`src/core/spimsp_pkg.sv`:
```
package spimsp_pkg;
    // =========================================================
    // Register map.
    localparam logic [31:0] ADDR_STATUS = 32'hFFFF_0A00;
    localparam logic [31:0] ADDR_RX     = 32'hFFFF_0A04;
    localparam logic [31:0] ADDR_TX     = 32'hFFFF_0A08;
    localparam logic [31:0] ADDR_DIV    = 32'hFFFF_0A0C;
    localparam logic [31:0] ADDR_CTRL   = 32'hFFFF_0A10;
    // =========================================================
    // Reset values and writable control bits.
    localparam logic [7:0]  DIV_RESET  = 8'h1B;
    localparam logic [7:0]  RX_RESET   = 8'h00;
    localparam logic [7:0]  TX_RESET   = 8'h00;
    localparam logic [15:0] CTRL_RESET = 16'h0000;
    localparam logic [15:0] CTRL_MASK  = 16'h1FEF;
    // =========================================================
    // Control bit positions.
    localparam int B_EN     = 0;
    localparam int B_MASTER = 1;
    localparam int B_CPHA   = 2;
    localparam int B_CPOL   = 3;
    localparam int B_LSB    = 5;
    localparam int B_TXMODE = 6;
    localparam int B_UFZERO = 7;
    localparam int B_OVWR   = 8;
    localparam int B_CSDIS  = 9;
    localparam int B_OD     = 10;
    localparam int B_LOOP   = 11;
    localparam int B_CONT   = 12;
    // =========================================================
    // Status bit positions.
    localparam int S_TXVAL  = 0;
    localparam int S_TXIRQ  = 1;
    localparam int S_UF     = 2;
    localparam int S_RXFULL = 3;
    localparam int S_RXIRQ  = 4;
    localparam int S_OVF    = 5;
    // =========================================================
    // Timing counts in half serial clock periods and bits.
    localparam logic [3:0] HALF_LAST  = 4'hF;
    localparam logic [3:0] STALL_LAST = 4'h1;
    localparam logic [2:0] BIT_LAST   = 3'h7;
    localparam logic [7:0] ZERO_BYTE  = 8'h00;

    typedef enum logic [1:0] {
        ST_IDLE  = 2'b00,
        ST_RUN   = 2'b01,
        ST_STALL = 2'b11
    } spimsp_state_t;
endpackage

```
`src/core/spimsp_port.sv`:
```
`timescale 1ns/10ps
module spimsp_port
(
    input  wire logic        core_clk_i,
    input  wire logic        sys_rst_i,
    input  wire logic [31:0] addr_i,
    input  wire logic        wr_en_i,
    input  wire logic        rd_en_i,
    input  wire logic [15:0] wdata_i,
    output logic      [15:0] rdata_o,
    output logic             irq_o,
    input  wire logic        sclk_i,
    output logic             sclk_o,
    output logic             sclk_oe_o,
    input  wire logic        mosi_i,
    output logic             mosi_o,
    output logic             mosi_oe_o,
    input  wire logic        miso_i,
    output logic             miso_o,
    output logic             miso_oe_o,
    input  wire logic        cs_n_i,
    output logic             cs_n_o,
    output logic             cs_oe_o
);
    // =========================================================
    // Registers and state.
    logic [15:0] ctrl;
    logic [7:0]  div;
    logic [7:0]  rx;
    logic [7:0]  tx;
    logic [7:0]  last_tx;
    logic        tx_valid;
    logic        rx_full;
    logic        ovf;
    logic        uf;
    logic [7:0]  sr;
    logic [7:0]  rx_sr;
    logic [2:0]  bitcnt;
    logic        first;
    logic [7:0]  div_cnt;
    logic [3:0]  half;
    logic        sclk_int;
    logic        cs_hold;
    logic [3:0]  s1;
    logic [3:0]  s2;
    logic [3:0]  s3;
    logic [3:0]  filt;
    spimsp_pkg::spimsp_state_t state;
    spimsp_pkg::spimsp_state_t next_state;

    // Control field decode.
    wire en     = ctrl[spimsp_pkg::B_EN];
    wire master = ctrl[spimsp_pkg::B_MASTER];
    wire cpha   = ctrl[spimsp_pkg::B_CPHA];
    wire cpol   = ctrl[spimsp_pkg::B_CPOL];
    wire lsb    = ctrl[spimsp_pkg::B_LSB];
    wire txmode = ctrl[spimsp_pkg::B_TXMODE];
    wire cont   = ctrl[spimsp_pkg::B_CONT];
    wire od     = ctrl[spimsp_pkg::B_OD];

    // Register access strobes.
    wire wr_tx   = wr_en_i && (addr_i == spimsp_pkg::ADDR_TX);
    wire wr_div  = wr_en_i && (addr_i == spimsp_pkg::ADDR_DIV);
    wire wr_ctrl = wr_en_i && (addr_i == spimsp_pkg::ADDR_CTRL);
    wire rd_rx   = rd_en_i && (addr_i == spimsp_pkg::ADDR_RX);

    // =========================================================
    // Pin synchronisers; bit 0 sclk, 1 mosi, 2 miso, 3 cs_n.
    wire [3:0] pins   = {cs_n_i, miso_i, mosi_i, sclk_i};
    wire [3:0] agree  = ~(s2 ^ s3);
    wire [3:0] chg    = agree & (s3 ^ filt);
    wire       slave  = en && !master;
    wire       s_sel  = slave && !filt[3];
    wire       s_chg  = s_sel && chg[0];
    wire       cs_fall = slave && chg[3] && !s3[3];

    // Master half-period divider and transfer sequencing.
    wire tick     = (state != spimsp_pkg::ST_IDLE) && (div_cnt == div);
    wire m_run    = (state == spimsp_pkg::ST_RUN) && tick;
    wire m_lead   = m_run && (sclk_int == cpol);
    wire m_trail  = m_run && (sclk_int != cpol);
    wire m_end    = m_trail && (half == spimsp_pkg::HALF_LAST);
    wire go_on    = cont && tx_valid;
    wire start_go = txmode ? tx_valid : rd_rx;
    wire start_req = en && master && (state == spimsp_pkg::ST_IDLE) && start_go;

    // Edge classification shared by both roles.
    wire s_lead   = s_chg && (s3[0] != cpol);
    wire s_trail  = s_chg && (s3[0] == cpol);
    wire lead     = master ? m_lead : s_lead;
    wire trail    = master ? m_trail : s_trail;
    wire sample_ev = cpha ? trail : lead;
    wire shift_ev  = cpha ? lead : trail;
    wire byte_done = sample_ev && (bitcnt == spimsp_pkg::BIT_LAST);
    wire s_reload  = byte_done && !master;
    wire m_reload  = m_end && go_on;
    wire load      = start_req || cs_fall || s_reload || m_reload;

    // Data paths.
    wire       out_bit = lsb ? sr[0] : sr[7];
    wire       pin_in  = master ? filt[2] : filt[1];
    wire       in_bit  = ctrl[spimsp_pkg::B_LOOP] ? out_bit : pin_in;
    wire [7:0] rx_next = lsb ? {in_bit, rx_sr[7:1]} : {rx_sr[6:0], in_bit};
    wire [7:0] sr_next = lsb ? {1'b0, sr[7:1]} : {sr[6:0], 1'b0};
    wire [7:0] uf_data = ctrl[spimsp_pkg::B_UFZERO] ? spimsp_pkg::ZERO_BYTE : last_tx;
    wire [7:0] ld_data = tx_valid ? tx : uf_data;
    wire       uf_set  = load && !tx_valid;
    wire       rx_take = byte_done && (!rx_full || ctrl[spimsp_pkg::B_OVWR]);

    // Status image.
    wire [7:0] status = {2'b00, ovf, rx_full || ovf, rx_full, uf, !tx_valid || uf, tx_valid};
    wire       irq_sel = txmode ? status[spimsp_pkg::S_TXIRQ] : status[spimsp_pkg::S_RXIRQ];

    // Read data selection; unmapped and write-only addresses read zero.
    logic [15:0] next_rdata;
    always_comb
    begin
        unique case (addr_i)
            spimsp_pkg::ADDR_STATUS: next_rdata = {8'h00, status};
            spimsp_pkg::ADDR_RX:     next_rdata = {8'h00, rx};
            spimsp_pkg::ADDR_DIV:    next_rdata = {8'h00, div};
            spimsp_pkg::ADDR_CTRL:   next_rdata = ctrl;
            default:                 next_rdata = 16'h0000;
        endcase
    end

    // Master sequencer next state; a disabled port stays idle.
    always_comb
    begin
        next_state = state;
        unique case (state)
            spimsp_pkg::ST_IDLE:
                if (start_req)
                    next_state = spimsp_pkg::ST_RUN;
            spimsp_pkg::ST_RUN:
                if (m_end && !go_on)
                    next_state = cont ? spimsp_pkg::ST_IDLE : spimsp_pkg::ST_STALL;
            spimsp_pkg::ST_STALL:
                if (tick && (half == spimsp_pkg::STALL_LAST))
                    next_state = spimsp_pkg::ST_IDLE;
            default:
                next_state = spimsp_pkg::ST_IDLE;
        endcase
        if (!en || !master)
            next_state = spimsp_pkg::ST_IDLE;
    end

    // =========================================================
    // Software-visible registers.
    always_ff @(posedge core_clk_i)
    begin
        if (sys_rst_i)
        begin
            ctrl    <= spimsp_pkg::CTRL_RESET;
            div     <= spimsp_pkg::DIV_RESET;
            tx      <= spimsp_pkg::TX_RESET;
            rx      <= spimsp_pkg::RX_RESET;
        end
        else
        begin
            if (wr_ctrl)
                ctrl <= wdata_i & spimsp_pkg::CTRL_MASK;
            if (wr_div)
                div <= wdata_i[7:0];
            if (wr_tx)
                tx <= wdata_i[7:0];
            if (rx_take)
                rx <= rx_next;
        end
    end

    // Sticky flags; a setting event wins over a same-cycle clear.
    always_ff @(posedge core_clk_i)
    begin
        if (sys_rst_i)
        begin
            tx_valid <= 1'b0;
            rx_full  <= 1'b0;
            ovf      <= 1'b0;
            uf       <= 1'b0;
            last_tx  <= spimsp_pkg::TX_RESET;
        end
        else
        begin
            tx_valid <= wr_tx || (tx_valid && !load);
            rx_full  <= byte_done || (rx_full && !rd_rx);
            ovf      <= (byte_done && rx_full) || (ovf && !rd_rx);
            uf       <= uf_set || (uf && !wr_tx);
            if (load)
                last_tx <= ld_data;
        end
    end

    // Pin synchronisers and filtered levels.
    always_ff @(posedge core_clk_i)
    begin
        if (sys_rst_i)
        begin
            s1   <= 4'h8;
            s2   <= 4'h8;
            s3   <= 4'h8;
            filt <= 4'h8;
        end
        else
        begin
            s1   <= pins;
            s2   <= s1;
            s3   <= s2;
            filt <= (agree & s3) | (~agree & filt);
        end
    end

    // Master clock generation; serial clock rests at the polarity level.
    always_ff @(posedge core_clk_i)
    begin
        if (sys_rst_i)
        begin
            state    <= spimsp_pkg::ST_IDLE;
            div_cnt  <= 8'h00;
            half     <= 4'h0;
            sclk_int <= 1'b0;
            cs_hold  <= 1'b0;
        end
        else
        begin
            state   <= next_state;
            cs_hold <= m_end;
            div_cnt <= tick ? 8'h00 : 8'(div_cnt + 8'h01);
            if (next_state == spimsp_pkg::ST_IDLE || start_req || m_end)
            begin
                div_cnt <= 8'h00;
                half    <= 4'h0;
            end
            else if (tick)
                half <= 4'(half + 4'h1);
            if (state != spimsp_pkg::ST_RUN)
                sclk_int <= cpol;
            else if (tick)
                sclk_int <= ~sclk_int;
        end
    end

    // Shift engine shared by master and slave.
    always_ff @(posedge core_clk_i)
    begin
        if (sys_rst_i)
        begin
            sr     <= 8'h00;
            rx_sr  <= 8'h00;
            bitcnt <= 3'h0;
            first  <= 1'b0;
        end
        else
        begin
            if (sample_ev)
            begin
                rx_sr  <= rx_next;
                bitcnt <= 3'(bitcnt + 3'h1);
            end
            if (start_req || cs_fall || m_end)
                bitcnt <= 3'h0;
            if (load)
            begin
                sr    <= ld_data;
                first <= s_reload ? 1'b1 : cpha;
            end
            else if (shift_ev && !m_end)
            begin
                if (first)
                    first <= 1'b0;
                else
                    sr <= sr_next;
            end
        end
    end

    // Registered pin and bus outputs.
    always_ff @(posedge core_clk_i)
    begin
        if (sys_rst_i)
        begin
            rdata_o   <= 16'h0000;
            irq_o     <= 1'b0;
            sclk_o    <= 1'b0;
            sclk_oe_o <= 1'b0;
            mosi_o    <= 1'b0;
            mosi_oe_o <= 1'b0;
            miso_o    <= 1'b0;
            miso_oe_o <= 1'b0;
            cs_n_o    <= 1'b1;
            cs_oe_o   <= 1'b0;
        end
        else
        begin
            rdata_o   <= next_rdata;
            irq_o     <= en && irq_sel;
            sclk_o    <= sclk_int;
            sclk_oe_o <= en && master;
            mosi_o    <= out_bit;
            mosi_oe_o <= en && master;
            miso_o    <= od ? 1'b0 : out_bit;
            miso_oe_o <= s_sel && (!od || !out_bit);
            // Chip select outlasts the final clock edge by one cycle for slave hold time.
            cs_n_o    <= (state != spimsp_pkg::ST_RUN) && !cs_hold;
            cs_oe_o   <= en && master && !ctrl[spimsp_pkg::B_CSDIS];
        end
    end
endmodule

```
`config.mk`:
```
export PLATFORM = sky130hd
export DESIGN_NAME = spimsp_port
export DESIGN_NICKNAME = d
export VERILOG_FILES = /design/src/core/spimsp_pkg.sv /design/src/core/spimsp_port.sv
export SDC_FILE = /design/constraint.sdc
export NUM_CORES = 1
export LEC_CHECK = 0
export BUFFER_PORTS_ARGS = -buffer_cell sky130_fd_sc_hd__buf_2
export CORE_UTILIZATION = 45
export DETAILED_ROUTE_END_ITERATION = 16
export PLACE_DENSITY = 0.65
export SLEW_MARGIN = 5
export SYNTH_ARGS = -nofsm -noshare
export SYNTH_HDL_FRONTEND = slang
export SYNTH_SLANG_ARGS = --single-unit
```
`constraint.sdc`:
```
create_clock -name core_clk_i -period 2.5 [get_ports core_clk_i]
set_clock_uncertainty 0.15 [all_clocks]
set_input_delay 0.25 -clock core_clk_i [delete_from_list [all_inputs] [get_ports core_clk_i]]
set_output_delay 0.25 -clock core_clk_i [all_outputs]
set_load 0.01 [all_outputs]
```
==> metrics.md, run 1 <==
| Metric | Value |
|---|---|
| Status | complete, but fails checks |
| Failing checks | DRC |
| Critical Path RT | 2.65 ns |
| Most frequent cells in the layout | 121 x dfxtp_1, 74 x buf_2, 67 x nor2_1 |
| CTS clk-pin slew, worst paths | 0.05 ns |
| Worst-Margin Slew | 0.560 ns |
| Max IR drop VDD | 0.445 mV |
| GR Overflow Total | 0 |
| Post-synthesis sequential area ratio | 0.443 |
| Fin Setup TNS | 0 ns |
| Synth async-reset ratio | 0 |
| Post-synth EDFFs | 0 |
| Routed wl met3 | 645 µm |
| Post-DR wirelength/cell | 17.1 µm |
| Synth-to-Final Area Change | 22.8% |
| Post-Place Cells | 786 |
| Routed wire length | 14,200 µm |
| GRT Overall Usage | 0.235 |
| Dpl ws | 0.140 ns |
| Synth unique cells | 66 |
| Dpl hpwl | 9940 µm |
| Startpoint type of the worst setup path | register |
| Clock latency on the worst-skew pair | 0.42 ns |
| H-tree levels | 4 |
| Max Freq | 432 MHz |
| Vias per inst | 5.65 |
| Hold Slack | 0.0784 ns |
| Final hold vios | 0 |
| First-pass GRT wire length | 23,100 µm |
| Flops & latches, synth | 121 |
| Leakage | 2.71 nW |
| Core area | 11,600 µm² |
| Drt pass-1 iters | 13 |
| Root Buffer | clkbuf_16 |
| CTS tree | done |
| Final WS setup | 0.185 ns |
| Finished Cell Area | 6710 µm² |
| Slew Limit Headroom | 0.625 |
| Ant diodes | 0 |
| Vias in the first global route | 4,594 |
| IO Port Bufs | 74 |
| Share of cells above drive strength 1 | 0.232 |
| Maxcap violations | 0 |
| Final nets | 740 |
| RSZ-0062 raised after global routing | no |
| Row count | 39 |
| # DRC | 3 |
| Cell Pwr Density | 677 nW/µm² |
| Final Max Slew Viols | 0 |
| Crit-path max FO | 21 |
| ANT nets after route | 0 |
| Setup violators final | 0 |
| CTS sink count | 121 |
| Die Footprint | 12,600 µm² |
| Setup bufs post-CTS | 0 |
| Num CTS Buffers | 17 |
| Top FF cell, synth | dfxtp_1 |
| Top sig layer | met4 |
| Endpoint class of the critical path | register |
| Cell taking the most area after synthesis | dfxtp_1 |
| Hold WC Path Type | in -> reg |
| Tcrit/Tclk final | 0.926 |
| DRT met1 WL | 6550 µm |
| Critical path arrival | 2.47 ns |
| Vias | 4,711 |
| Die Ht | 112 µm |
| Met2 wire len | 6850 µm |
| Fillers | 1,075 |
| Yosys warning count | 0 |
| Synth Cell Area | 5460 µm² |
| Placement-stage cell area | 5950 µm² |
| Worst Setup Path Type | reg -> reg |
| Syn Area/Cell | 9.34 µm² |
| Final GP Congestion | 0.897 |
| Die width | 112 µm |
| Largest net degree at the start of global routing | 53 |
| Antenna violations before repair | 0 |
| # IOs | 81 |
| Commonest non-fill, non-tap cell in the layout | dfxtp_1 |
| Gate count after technology mapping | 585 |
| Initial DRC count | 408 |
| Ranking of synthesized cells by area | dfxtp_1 44%, mux2i_1 6.0%, nor2_1 4.6% |
| Initial Util | 0.470 |
| Post-route insts no fill | 834 |
| Post-layout min period | 2.31 ns |
| Clock buffer depth | 2 |
| Yosys top cell area share | 0.443 |
## cells in the mapped netlist, types with 6 or more instances
cell       instances
nand4_1           15
o21ai_0           14
nor3b_1           12
a211oi_1          10
nor2_1            67
mux2_2            15
o2111ai_1          6
nor4_1             6
nor2b_1           15
buf_2              6
xnor2_1           16
xor2_1             7
dfxtp_1          121
mux2i_1           33
a21oi_1           36
nand3_1           28
clkbuf_1          16
buf_4              7
inv_1              7
nand2_1           44
nor3_1             7
and3_1            11
## registers in the layout, summed over array words and instances, names as in the netlist, 3 cells and up, named ones only
| name | cells |
|---|---|
| bitcnt | 3 |
| ctrl | 12 |
| div | 8 |
| div_cnt | 8 |
| half | 4 |
| last_tx | 8 |
| rdata_o | 13 |
| rx | 8 |
| rx_sr | 8 |
| s1 | 4 |
| s2 | 4 |
| s3 | 4 |
| sr | 8 |
| tx | 8 |
## path summary, 6_finish.rpt
| check | startpoint | end | slack (ns) | cells after the start |
|---|---|---|---|---|
| hold / removal | rd_en_i | ovf$_SDFF_PP0_ | 0.08 | 4 |
| setup / recovery | ctrl[3]$_SDFFE_PP0P_ | sr[1]$_SDFFE_PP0P_ | 0.19 | 5 |
| setup reg to reg | ctrl[3]$_SDFFE_PP0P_ | sr[1]$_SDFFE_PP0P_ | 0.19 | 5 |
| hold reg to reg | s1[3]$_SDFF_PP1_ | s2[3]$_SDFF_PP1_ | 0.27 | 1 |
## cell type report
type | count | area [µm²] | share of cell area
Sequential cell | 121 | 2420 | 0.361
Timing Repair Buffer | 112 | 698 | 0.104
Multi-Input combinational cell | 419 | 2790 | 0.416
Clock buffer | 22 | 464 | 0.0692
Clock inverter | 9 | 123 | 0.0183
Inverter | 8 | 30.0 | 0.00448
Tap cell | 143 | 179 | 0.0267
## cell families after synthesis
kind of cell,Yosys count,share of synthesized area
other,1,0.000686
buffers and inverters,47,0.0474
flip-flops,121,0.443
AND/OR/NAND/NOR,242,0.245
XOR/XNOR,24,0.0410
AO/OA/AOI/OAI,97,0.120
multiplexers,48,0.0914
adder cells (fa/ha/maj),5,0.0114
## power by group
| part | switching, W | internal (W) |
|---|---|---|
| sequential | 0.00000390 | 0.00194 |
| combinational | 0.0000728 | 0.0000663 |
| clock | 0.000854 | 0.00160 |
## through the flow
| stage | power [W] | util |
|---|---|---|
| global route | 0.00465 | 0.578 |
| CTS | 0.00455 | 0.577 |
| floorplan | 0.00203 | - |
| global placement | 0.00210 | 0.512 |
| detailed placement | 0.00210 | 0.512 |
| finish | 0.00454 | 0.578 |
## routing by layer
layer	vias to the layer above	global-route usage
li1	2283	-
met1	2276	0.301
met2	131	0.387
met3	21	0.0599
met4	0	0.0782
met5	-	0
## timing repair
| item | CTS | global route |
|---|---|---|
| resized for setup | 0 | 1 |
| hold buffers | 17 | 0 |
| endpoints found under the setup margin | 0 | 6 |
| hold endpoints to repair | 30 | 0 |
## worst max-delay path, cell delays in order (launching register included)
cell and delay, ns:
dfxtp_1 0.58, xnor2_1 0.20, nor3_1 0.26, nand4_1 0.21, and4_2 0.45, o311ai_0 0.34
Power figures use the tool's default switching activity.
==> inputs of run 2 (changes only) <==
- RECOVER_POWER: default -> 100
==> run 2 against run 1 <==
- the flow still finishes with violations (DRC)
- sequential share of layout area rose by 0.42 points
- cell count did not move
- clock power barely moved
- first-iteration DRC count rose by 10%
- die area did not move
- register-to-register slack got worse by 0.08 ns
- core utilization fell by 0.66 points
- critical path depth rose by 1
- global-route usage did not move
- power barely moved
- critical path type unchanged
- largest cell class unchanged
- highest routed layer unchanged
==> metrics.md, run 2 (synthesized netlist as in run 1, its figures left out) <==
| Metric | Value |
|---|---|
| Worst Setup Path Type | reg -> reg |
| Most frequent cells in the layout | 121 x dfxtp_1, 68 x nor2_1, 51 x buf_2 |
| Pint | 0.00361 W (about the same) |
| Crit-path max FO | 21 (unchanged) |
| Post-DR wirelength/cell | 17.2 µm (+0.80%) |
| GRT Overall Usage | 0.235 (unchanged) |
| Hold WC Path Type | in -> reg |
| CP cell instances | clkbuf_1 > nor3b_1 > o21a_1 > nand4b_1 > and4_2 > o311ai_0 |
| Routed wire length | 14,400 µm (+0.80%) |
| Startpoint type of the worst setup path | register |
| Switch Pwr | 0.000930 W (about the same) |
| Max stage delay on crit path | 0.44 ns (-0.14 ns) |
| # IOs | 81 (unchanged) |
| Logic gate share of total power | 0.030 (about the same) |
| Antenna violations before repair | 0 (unchanged) |
| CTS sink count | 121 (unchanged) |
| Initial DRC count | 450 (+10%) |
| PnR Total Power | 0.00454 W (about the same) |
| Die Footprint | 12,600 µm² (unchanged) |
| Status | complete, but fails checks |
| CTS clk-pin slew, worst paths | 0.05 ns (about the same) |
| Synth-to-Final Area Change | 21.4% |
| # DRC | 3 (unchanged) |
| Drt pass-1 iters | 11 (-2) |
| Root Buffer | clkbuf_16 |
| Largest reg by FF count | rdata_o |
| Vias in the first global route | 4,594 (unchanged) |
| Vias | 4,704 (-0.15%) |
| Vias per inst | 5.64 (-0.15%) |
| Finished Cell Area | 6630 µm² (-1.1%) |
| Clock latency on the worst-skew pair | 0.42 ns (about the same) |
| H-tree levels | 4 (unchanged) |
| Die width | 112 µm (unchanged) |
| Crit-path slowest cell | and4_2 |
| Num CTS Buffers | 17 (unchanged) |
| Largest regs | rdata_o: 13 flops, ctrl: 12 flops |
| WHS Path Cells | 4 (unchanged) |
| Share of cells above drive strength 1 | 0.178 (-0.0535) |
| Cell Pwr Density | 684 nW/µm² (+1.1%) |
| Endpoint class of the critical path | register |
| Final GP Congestion | 0.897 (unchanged) |
| CTS tree | done |
| Core area | 11,600 µm² (unchanged) |
| Final Max Slew Viols | 0 (unchanged) |
| GR Overflow Total | 0 (unchanged) |
| Commonest non-fill, non-tap cell in the layout | dfxtp_1 |
| First-pass GRT wire length | 23,100 µm (unchanged) |
| ANT nets after route | 0 (unchanged) |
| IO Port Bufs | 74 (unchanged) |
| Final nets | 740 (unchanged) |
| Leakage | 2.59 nW (-4.5%) |
| Fin Setup TNS | 0 ns (unchanged) |
| Critical Path RT | 2.64 ns (about the same) |
| Max IR drop VDD | 0.446 mV (+0.35%) |
| Largest register FFs | 13 (unchanged) |
| Largest net degree at the start of global routing | 53 (unchanged) |
| Seq pwr share | 0.428 (about the same) |
| Clock buffer depth | 2 (unchanged) |
| Post-layout min period | 2.40 ns (+0.0815 ns) |
| Dpl hpwl | 9940 µm (unchanged) |
| Reg2reg path depth | 6 (+1) |
| Failing checks | DRC |
| Placement-stage cell area | 5950 µm² (unchanged) |
| Net Sw Frac | 0.205 (about the same) |
| Tcrit/Tclk final | 0.958 (+0.0326) |
| Clk network pwr share | 0.542 (about the same) |
| Slew Limit Headroom | 0.160 (-0.465) |
| Hold Slack | 0.0842 ns (+0.00579 ns) |
| Final hold vios | 0 (unchanged) |
| Ant diodes | 0 (unchanged) |
| Max Freq | 417 MHz (-3.4%) |
| Row count | 39 (unchanged) |
| Die Ht | 112 µm (unchanged) |
| Setup violators final | 0 (unchanged) |
| Initial Util | 0.470 (unchanged) |
| Critical path arrival | 2.54 ns (+0.07 ns) |
| Setup bufs post-CTS | 0 (unchanged) |
| Maxcap violations | 0 (unchanged) |
| Worst-Margin Slew | 1.26 ns (+0.700 ns) |
| RSZ-0062 raised after global routing | no |
## run 2: cell count changes in the layout (fill, tap and decap cells not counted), moves of 2 or more
cell	change
clkbuf_1	+28
buf_2	-23
buf_4	-7
mux2_1	+5
mux2_2	-5
o311ai_0	+3
o311ai_1	-3
clkbuf_2	+2
## run 2: cell type report
| type | instances | area [µm²] |
|---|---|---|
| fill | 1100 | 4980 |
| multi-input combinational | 419 | 2770 |
| sequential | 121 | 2420 |
| timing repair buffer | 112 | 646 |
| clock buffer | 22 | 464 |
| tap | 143 | 179 |
| clock inverter | 9 | 123 |
| inverter | 8 | 30.0 |
## run 2: path summary, 6_finish.rpt
kind	end	slack (ns)	startpoint
hold reg to reg	s2[3]$_SDFF_PP1_	0.27	s1[3]$_SDFF_PP1_
setup / recovery	sr[3]$_SDFFE_PP0P_	0.10	ctrl[1]$_SDFFE_PP0P_
setup reg to reg	sr[3]$_SDFFE_PP0P_	0.10	ctrl[1]$_SDFFE_PP0P_
hold / removal	ovf$_SDFF_PP0_	0.08	rd_en_i
## run 2: power by group through the flow
stage	combinational, W	clock [W]	sequential [W]
2_1_floorplan	0.0000537	0	0.00198
3_3_place_gp	0.000115	0	0.00198
3_5_place_dp	0.000118	0	0.00198
4_1_cts	0.000139	0.00247	0.00194
5_1_grt	0.000148	0.00256	0.00194
6_report	0.000137	0.00246	0.00194
## run 2: metrics by stage
step / util / instances / setup slack, ns
2_1_floorplan: - / 587 / 0.519
3_3_place_gp: 0.512 / 786 / 0.194
3_5_place_dp: 0.512 / 786 / 0.140
4_1_cts: 0.577 / 834 / 0.118
5_1_grt: 0.571 / 834 / 0.0323
6_report: 0.571 / 834 / 0.104
## run 2: what timing repair did
item / CTS / global route
gates resized for setup: 0 / 1
hold buffers: 17 / 0
endpoints found under the hold margin: 30 / 0
setup endpoints to repair: 0 / 6
## run 2: worst max-delay path: cells and delay by family (launching register included)
family | cells | cell delay, ns
buffers and inverters | 1 | 0.26
AO/OA/AOI/OAI | 2 | 0.58
AND/OR/NAND/NOR | 3 | 0.95
flip-flops | 1 | 0.32
## run 2: layer usage
metal	vias up	global-route usage	share of wire
li1	2278	-	-
met1	2262	0.301	0.46
met2	144	0.387	0.47
met3	20	0.0599	0.057
met4	0	0.0782	0.013
met5	-	0	0
